==> src/pic_pkg.sv <==
// package for the host-side driver of an eight-input priority interrupt controller
// assumes a 40 MHz i_clk; all pin timings are counted in cycles of it
package pic_pkg;
  // ***************************************************************
  // timing
  // ***************************************************************
  localparam int CLK_PERIOD_NS   = 25;
  localparam int STROBE_MIN_NS   = 250;
  localparam int RECOVER_MIN_NS  = 200;
  localparam int STROBE_CYC      = (STROBE_MIN_NS + CLK_PERIOD_NS - 1) / CLK_PERIOD_NS;
  localparam int RECOVER_CYC     = (RECOVER_MIN_NS + CLK_PERIOD_NS - 1) / CLK_PERIOD_NS;
  localparam logic [3:0] STROBE_CNT  = 4'(STROBE_CYC);
  localparam logic [3:0] RECOVER_CNT = 4'(RECOVER_CYC);
  // ***************************************************************
  // word select, acknowledge sequence, command word fields
  // ***************************************************************
  localparam logic       WSEL_EVEN      = 1'h0;
  localparam logic       WSEL_ODD       = 1'h1;
  localparam logic [1:0] ACK_PULSES_SHORT = 2'h2;
  localparam logic [1:0] ACK_PULSES_LONG  = 2'h3;
  localparam int         INIT_LEVEL_BIT = 3;
  localparam int         INIT_START_BIT = 4;
  localparam logic [7:0] IDLE_DATA      = 8'h00;
  localparam logic [2:0] IDLE_CAS       = 3'h0;

  typedef enum logic [2:0]
  {
    PIC_IDLE    = 3'b000,
    PIC_SETUP   = 3'b001,
    PIC_STROBE  = 3'b010,
    PIC_RECOVER = 3'b011,
    PIC_DONE    = 3'b100
  } pic_state_e;
endpackage : pic_pkg

==> src/pic_strobe_if.sv <==
// strobe timer handshake between the sequencer and its pulse timer
// assumes one clock domain
interface pic_strobe_if;
  logic       start;   // load timer
  logic [3:0] count;   // cycles to run
  logic       busy;    // timer running
  modport seq (output start, output count, input busy);
  modport tmr (input start, input count, output busy);
endinterface : pic_strobe_if

==> src/pic_strobe_timer.sv <==
// cycle timer that stretches strobes and recovery gaps on the device pins
// assumes the reset given is already synchronised
module pic_strobe_timer
(
  input  wire logic   i_clk,     // system clock
  input  wire logic   i_rst_n,   // synchronised reset
  pic_strobe_if.tmr   tif        // timer port
);
  typedef struct packed
  {
    logic [3:0] cnt_reg;
  } pic_tmr_s;
  pic_tmr_s st_reg;
  pic_tmr_s st_next;

  always_comb
  begin
    st_next = st_reg;
    if (tif.start)
      st_next.cnt_reg = tif.count;
    else if (st_reg.cnt_reg != 4'h0)
      st_next.cnt_reg = st_reg.cnt_reg - 4'h1;
  end

  always_ff @(posedge i_clk or negedge i_rst_n)
  begin
    if (!i_rst_n)
      st_reg <= '0;
    else
      st_reg <= st_next;
  end

  // busy must not look at start: the sequencer raises start from !busy, a loop otherwise
  assign tif.busy = (st_reg.cnt_reg > 4'h1);
endmodule : pic_strobe_timer

==> src/pic_host.sv <==
// host-side driver for an eight-input priority interrupt controller
// assumes the device pins are synchronous to i_clk; the device model resolves the data bus
module pic_host
(
  input  wire logic       i_clk,          // 40 MHz clock
  input  wire logic       i_resetn,       // async reset, active low
  input  wire logic       i_cmd_valid,    // user request valid
  output logic            o_cmd_ready,    // request accepted this cycle
  input  wire logic [1:0] i_cmd_kind,     // 0 write, 1 read, 2 acknowledge
  input  wire logic       i_cmd_wsel,     // word select for reads/writes
  input  wire logic [7:0] i_cmd_data,     // byte to write
  input  wire logic       i_cmd_long_ack, // three-pulse acknowledge
  output logic            o_rsp_valid,    // answer pulse
  output logic [7:0]      o_rsp_data,     // status or last vector byte
  output logic [15:0]     o_rsp_vector,   // earlier vector bytes
  output logic            o_irq,          // device interrupt seen
  output logic [2:0]      o_cascade_id,   // cascade code at acknowledge
  input  wire logic       i_irq,          // device interrupt output
  output logic            o_chip_sel_n,   // chip select, low active
  output logic            o_rd_n,         // read strobe
  output logic            o_wr_n,         // write strobe
  output logic            o_irq_ack_n,    // acknowledge strobe
  output logic            o_word_select,  // word select pin
  input  wire logic [7:0] i_host_data_bus,// data bus in
  output logic [7:0]      o_host_data_bus,// data bus out
  output logic            o_host_data_oe, // data bus drive enable
  input  wire logic [2:0] i_cascade_id_bus // cascade lines from a master
);
  localparam logic [1:0] KIND_WR  = 2'h0;
  localparam logic [1:0] KIND_RD  = 2'h1;
  localparam logic [1:0] KIND_ACK = 2'h2;

  // ***************************************************************
  // reset release
  // ***************************************************************
  logic [1:0] rst_sync_reg;
  always_ff @(posedge i_clk or negedge i_resetn)
  begin
    if (!i_resetn)
      rst_sync_reg <= 2'h0;
    else
      rst_sync_reg <= {rst_sync_reg[0], 1'h1};
  end
  wire logic rst_n = rst_sync_reg[1];

  // ***************************************************************
  // state
  // ***************************************************************
  typedef struct packed
  {
    pic_pkg::pic_state_e fsm;
    logic [1:0]          kind;
    logic                wsel;
    logic [7:0]          wdata;
    logic [1:0]          pulses;
    logic [1:0]          pulse_idx;
    logic                cs_n;
    logic                rd_n;
    logic                wr_n;
    logic                ack_n;
    logic                oe;
    logic [23:0]         bytes;
    logic [2:0]          cas;
    logic                irq_sync;
    logic                rsp;
  } pic_host_s;
  pic_host_s st_reg;
  pic_host_s st_next;

  pic_strobe_if tif ();
  pic_strobe_timer u_timer
  (
    .i_clk   (i_clk),
    .i_rst_n (rst_n),
    .tif     (tif)
  );

  wire logic accept = (st_reg.fsm == pic_pkg::PIC_IDLE) && i_cmd_valid
                      && (i_cmd_kind != 2'h3);

  always_comb
  begin
    st_next     = st_reg;
    st_next.rsp = 1'h0;
    st_next.irq_sync = i_irq;
    tif.start   = 1'h0;
    tif.count   = pic_pkg::STROBE_CNT;
    unique case (st_reg.fsm)
      pic_pkg::PIC_IDLE:
      begin
        if (accept)
        begin
          st_next.kind      = i_cmd_kind;
          st_next.wsel      = i_cmd_wsel;
          st_next.wdata     = i_cmd_data;
          st_next.pulses    = i_cmd_long_ack ? pic_pkg::ACK_PULSES_LONG
                                             : pic_pkg::ACK_PULSES_SHORT;
          st_next.pulse_idx = 2'h0;
          st_next.bytes     = 24'h000000;
          // acknowledge never touches chip select
          st_next.cs_n      = (i_cmd_kind == KIND_ACK);
          st_next.oe        = (i_cmd_kind == KIND_WR);
          st_next.fsm       = pic_pkg::PIC_SETUP;
        end
      end
      pic_pkg::PIC_SETUP:
      begin
        tif.start   = 1'h1;
        tif.count   = pic_pkg::STROBE_CNT;
        st_next.wr_n  = !(st_reg.kind == KIND_WR);
        st_next.rd_n  = !(st_reg.kind == KIND_RD);
        st_next.ack_n = !(st_reg.kind == KIND_ACK);
        st_next.fsm   = pic_pkg::PIC_STROBE;
      end
      pic_pkg::PIC_STROBE:
      begin
        if (!tif.busy)
        begin
          // sample at strobe end: data has settled for the whole low time
          if (st_reg.kind != KIND_WR)
            st_next.bytes = {st_reg.bytes[15:0], i_host_data_bus};
          if (st_reg.kind == KIND_ACK && st_reg.pulse_idx == 2'h0)
            st_next.cas = i_cascade_id_bus;
          st_next.wr_n  = 1'h1;
          st_next.rd_n  = 1'h1;
          st_next.ack_n = 1'h1;
          st_next.pulse_idx = st_reg.pulse_idx + 2'h1;
          tif.start     = 1'h1;
          tif.count     = pic_pkg::RECOVER_CNT;
          st_next.fsm   = pic_pkg::PIC_RECOVER;
        end
      end
      pic_pkg::PIC_RECOVER:
      begin
        st_next.oe = 1'h0;
        if (!tif.busy)
        begin
          if (st_reg.kind == KIND_ACK && st_reg.pulse_idx != st_reg.pulses)
            st_next.fsm = pic_pkg::PIC_SETUP;
          else
          begin
            st_next.cs_n = 1'h1;
            st_next.fsm  = pic_pkg::PIC_DONE;
          end
        end
      end
      pic_pkg::PIC_DONE:
      begin
        st_next.rsp = 1'h1;
        st_next.fsm = pic_pkg::PIC_IDLE;
      end
      default:
        st_next.fsm = pic_pkg::PIC_IDLE;
    endcase
  end

  always_ff @(posedge i_clk or negedge rst_n)
  begin
    if (!rst_n)
    begin
      st_reg       <= '0;
      st_reg.fsm   <= pic_pkg::PIC_IDLE;
      st_reg.cs_n  <= 1'h1;
      st_reg.rd_n  <= 1'h1;
      st_reg.wr_n  <= 1'h1;
      st_reg.ack_n <= 1'h1;
      st_reg.cas   <= pic_pkg::IDLE_CAS;
    end
    else
      st_reg <= st_next;
  end

  // ***************************************************************
  // outputs
  // ***************************************************************
  assign o_cmd_ready     = accept;
  assign o_rsp_valid     = st_reg.rsp;
  assign o_rsp_data      = st_reg.bytes[7:0];
  assign o_rsp_vector    = st_reg.bytes[23:8];
  assign o_irq           = st_reg.irq_sync;
  assign o_cascade_id    = st_reg.cas;
  assign o_chip_sel_n    = st_reg.cs_n;
  assign o_rd_n          = st_reg.rd_n;
  assign o_wr_n          = st_reg.wr_n;
  assign o_irq_ack_n     = st_reg.ack_n;
  assign o_word_select   = st_reg.wsel;
  assign o_host_data_bus = st_reg.oe ? st_reg.wdata : pic_pkg::IDLE_DATA;
  assign o_host_data_oe  = st_reg.oe;
endmodule : pic_host

==> config.mk <==
export PLATFORM = sky130hd
export DESIGN_NAME = pic_host
export DESIGN_NICKNAME = d
export VERILOG_FILES = /design/src/pic_pkg.sv /design/src/pic_strobe_if.sv /design/src/pic_strobe_timer.sv /design/src/pic_host.sv
export SDC_FILE = /design/constraint.sdc
export NUM_CORES = 1
export LEC_CHECK = 0
export BUFFER_PORTS_ARGS = -buffer_cell sky130_fd_sc_hd__buf_2
export CORE_MARGIN = 1.5
export CORE_UTILIZATION = 45
export DETAILED_ROUTE_END_ITERATION = 8
export HOLD_SLACK_MARGIN = 0.02
export PLACE_DENSITY = 0.67
export SLEW_MARGIN = 20
export SYNTH_ARGS = -nofsm -noshare
export SYNTH_HDL_FRONTEND = slang
export SYNTH_SLANG_ARGS = --single-unit
==> constraint.sdc <==
create_clock -name i_clk -period 3.5 [get_ports i_clk]
set_clock_uncertainty 0.05 [all_clocks]
set_input_delay 0 -clock i_clk [delete_from_list [all_inputs] [get_ports i_clk]]
set_output_delay 0 -clock i_clk [all_outputs]
set_load 0.02 [all_outputs]
==> metrics.md <==
| Metric | Value |
|---|---|
| Run status | `complete, no violations` |
| Critical path class | `flip-flop to flip-flop` |
| Clock Pin Slew Worst Setup and Hold Paths | `70 ps` |
| CTS tree | `built` |
| Vias per cell | `roughly 4.9` |
| Startpoint Class | `flip-flop` |
| Buffers on Ports | `70` |
| Setup TNS | `0 ps` |
| Combinational share of power | `34.8%` |
| Met3 Usage GRT | `approximately 5.2%` |
| Clock Latency Late Sink | `roughly 330 ps` |
| Postcts setup bufs | `0` |
| Worst min path class | `input port to flip-flop` |
| Post-DP HPWL | `between 3000 and 4000 µm` |
| Initial core utilization | `a little under half` |
| Number of flops mapped to enable cells by yosys | `0` |
| Post-Layout Inst Area | `about 3300 µm²` |
| Most frequent cell after synthesis | `dfrtp_1` |
| Sequential area share after synthesis | `56.3%` |
| Critical Path End Type | `flip-flop` |
| Final Setup Violations | `0` |
| Tot GR Track Use | `between 15 and 20%` |
| Critical Path RT | `3710 ps` |
| Chip Height | `approximately 79 µm` |
| Final Wtd Congestion | `between 0.7 and 0.8` |
| Fin crit period | `2120 ps` |
| Layout area overhead | `26.2%` |
| Post-synth top area share | `around 52%` |
| Net Sw Power | `1.01 mW` |
| DR DRC count | `0` |
| Synth cell types | `43` |
| Sw frac | `between 30% and 40%` |
| Drt first pass iters | `4` |
| Cell Pwr Density | `854 nW/µm²` |
| Most used DFF post-synth | `dfrtp_1` |
| Cell Int Power | `around 1.8 mW` |
| Routed WL | `between 5000 and 6000 µm` |
| Placed cell area | `2780 µm²` |
| Final period util | `between 60% and 70%` |
| Max reg flops | `17` |
| Reg power frac | `between 40% and 50%` |
| Via count | `about 1900` |
| Largest net degree at the start of global routing | `53` |
| Fraction of registers with async set/reset | `100%` |
| Hold Fails Final Rpt | `0` |
| Top cells by count, synth | `54 x dfrtp_1, 43 x nand2_1, 29 x buf_4` |
| Clock sink count | `58` |
| Slew @ Worst Pin | `939 ps` |
| Leakage | `1.71 nW` |
| # IOs | `71` |
| Std-Cell Rows | `27` |
| Max cap viols | `0` |
| DIE WIDTH | `just under 80 µm` |
| Reg-to-Reg End | `o_rsp_data[3]` |
| Htree depth | `3` |
| Fmax | `0.472 GHz` |
| Routed WL per cell | `approximately 13 µm` |
| Remaining Overflow, GRT | `0` |
| Antenna viol nets, final | `0` |
| Sequential Area | `approximately 1500 µm²` |
| Final nets | `around 330` |
| Met1 usage | `around a quarter` |
| First-pass GRT wire length | `about 8500 µm` |
| Clk network pwr share | `roughly a quarter` |
| Most crowded layer after global routing | `met2` |
| Crit path capture | `o_rsp_data[3]` |
| Layout cells sized above 1 | `about a third` |
| R2R setup slack | `roughly 1400 ps` |
| Data arrival, critical path | `between 2000 and 2500 ps` |
| Syn Inst Count | `226` |
| Die area | `~6200 µm²` |
| Met2 Use GR | `between 20 and 30%` |
| Total Power Consumption | `between 2 and 3 mW` |
| Total CTS buffers | `9` |
| Root buffer cell | `clkbuf_8` |
| Max IR drop VDD | `between 0.4 and 0.5 mV` |
| Worst-path maximum fanout | `24` |
| Max Buffers Root-to-Sink | `2` |
| RSZ-0062 raised after global routing | `no` |
| Dominant cells by area after synthesis | `dfrtp_1 52%, buf_4 8.4%, a22o_1 8.1%` |
| Syn Nets | `~260` |
| CORE AREA | `5540 µm²` |
| Mapped Area | `~2600 µm²` |
| Multi-input logic area | `848 µm²` |
| Antenna violations before repair | `0` |
| Setup ws final | `about 1400 ps` |
| CP startpoint | `u_timer.st_reg[0]` |
| Post-place setup slack | `roughly 1400 ps` |
| Diode count | `0` |
| Initial drt markers | `just over 100` |
| Yosys top cell by area | `dfrtp_1` |
| # fillers | `between 400 and 500` |
| Slew HR | `a little under two fifths` |
| Util after Layout | `roughly three fifths` |
| Mean Syn Cell Area | `11.4 µm²` |
| RR Startpoint | `u_timer.st_reg[0]` |
| Ys Warns | `0` |
| Yosys reg bits | `58` |
| Slew Viols, Final | `0` |
| Worst reg-to-reg path cell count | `6` |
| Vias in the first global route | `around 1800` |
through the flow:
| stage | std cells | hold slack (ps) |
|---|---|---|
| 5_1_grt | 378 | 57.1 |
| 2_1_floorplan | 226 | -346 |
| 6_report | 378 | 45.7 |
| 3_3_place_gp | 336 | -264 |
| 4_1_cts | 378 | 30.3 |
| 3_5_place_dp | 336 | -263 |
worst min-delay path by stage:
stage	cells after the start	start	endpoint
2_1_floorplan	0	i_resetn	rst_sync_reg[0]
3_3_place_gp	1	i_resetn	rst_sync_reg[0]
3_5_place_dp	1	i_resetn	rst_sync_reg[0]
4_1_cts	3	i_cmd_valid	st_reg[37]
5_1_grt	3	i_cmd_valid	st_reg[37]
6_report	3	i_cmd_valid	st_reg[37]
what timing repair did:
| item | CTS | global route |
|---|---|---|
| resized for setup | 0 | 0 |
| endpoints found under the hold margin | 28 | 0 |
| hold buffers | 26 | 0 |
cells by family (layout without fill, tap and decap cells):
logic type | after synthesis | after routing | share of synthesized area [%]
buffers and inverters | 39 | 119 | 10.8
adders and majority gates | 3 | 3 | 1.45
xor gates and xnor gates | 3 | 3 | 1.02
AOI/OAI and AO/OA | 39 | 39 | 12.9
and+or+nand+nor | 79 | 79 | 15.6
muxes | 4 | 4 | 1.69
other | 1 | 1 | 0.145
DFF | 58 | 58 | 56.3
power groups by stage:
stage	clock network, mW	registers (mW)	logic, mW
final	0.672	1.15	0.968
after global routing	0.729	1.18	1.07
after CTS	0.691	1.15	0.977
after detailed placement	0	1.16	0.951
after global placement	0	1.16	0.930
after floorplan	0	1.13	0.870
cell type report:
cell class	instances	share of cell area (%)
inverters	5	0.613
clock buffers	11	4.33
well taps	72	2.76
multi-input cells	129	26.0
repair buffers	98	19.2
clock inverters	5	2.38
flip-flops and latches	58	44.7
cell usage in the layout (no fill, tap or decap), drive strengths merged, types with 4 or more instances in the layout:
cell,count
clkbuf,11
nor2,7
and2,9
dlygate4sd3,26
buf,72
dfrtp,54
inv,4
dfstp,4
nand2,43
a22o,24
critical path, stage by stage, from the launching register on:
cell     delay [ps]
dfrtp_1         410
inv_1            60
ha_1            250
or2_1           290
and4_4          240
o32ai_4         500
a22o_1          250
routing by layer:
| layer | part of all wire, % | up-vias |
|---|---|---|
| met3 | 4.7 | 7 |
| met5 | 0 | - |
| li1 | - | 900 |
| met2 | 46 | 59 |
| met4 | 1.9 | 0 |
| met1 | 48 | 897 |
No activity file was read; power rests on OpenSTA's default activity.
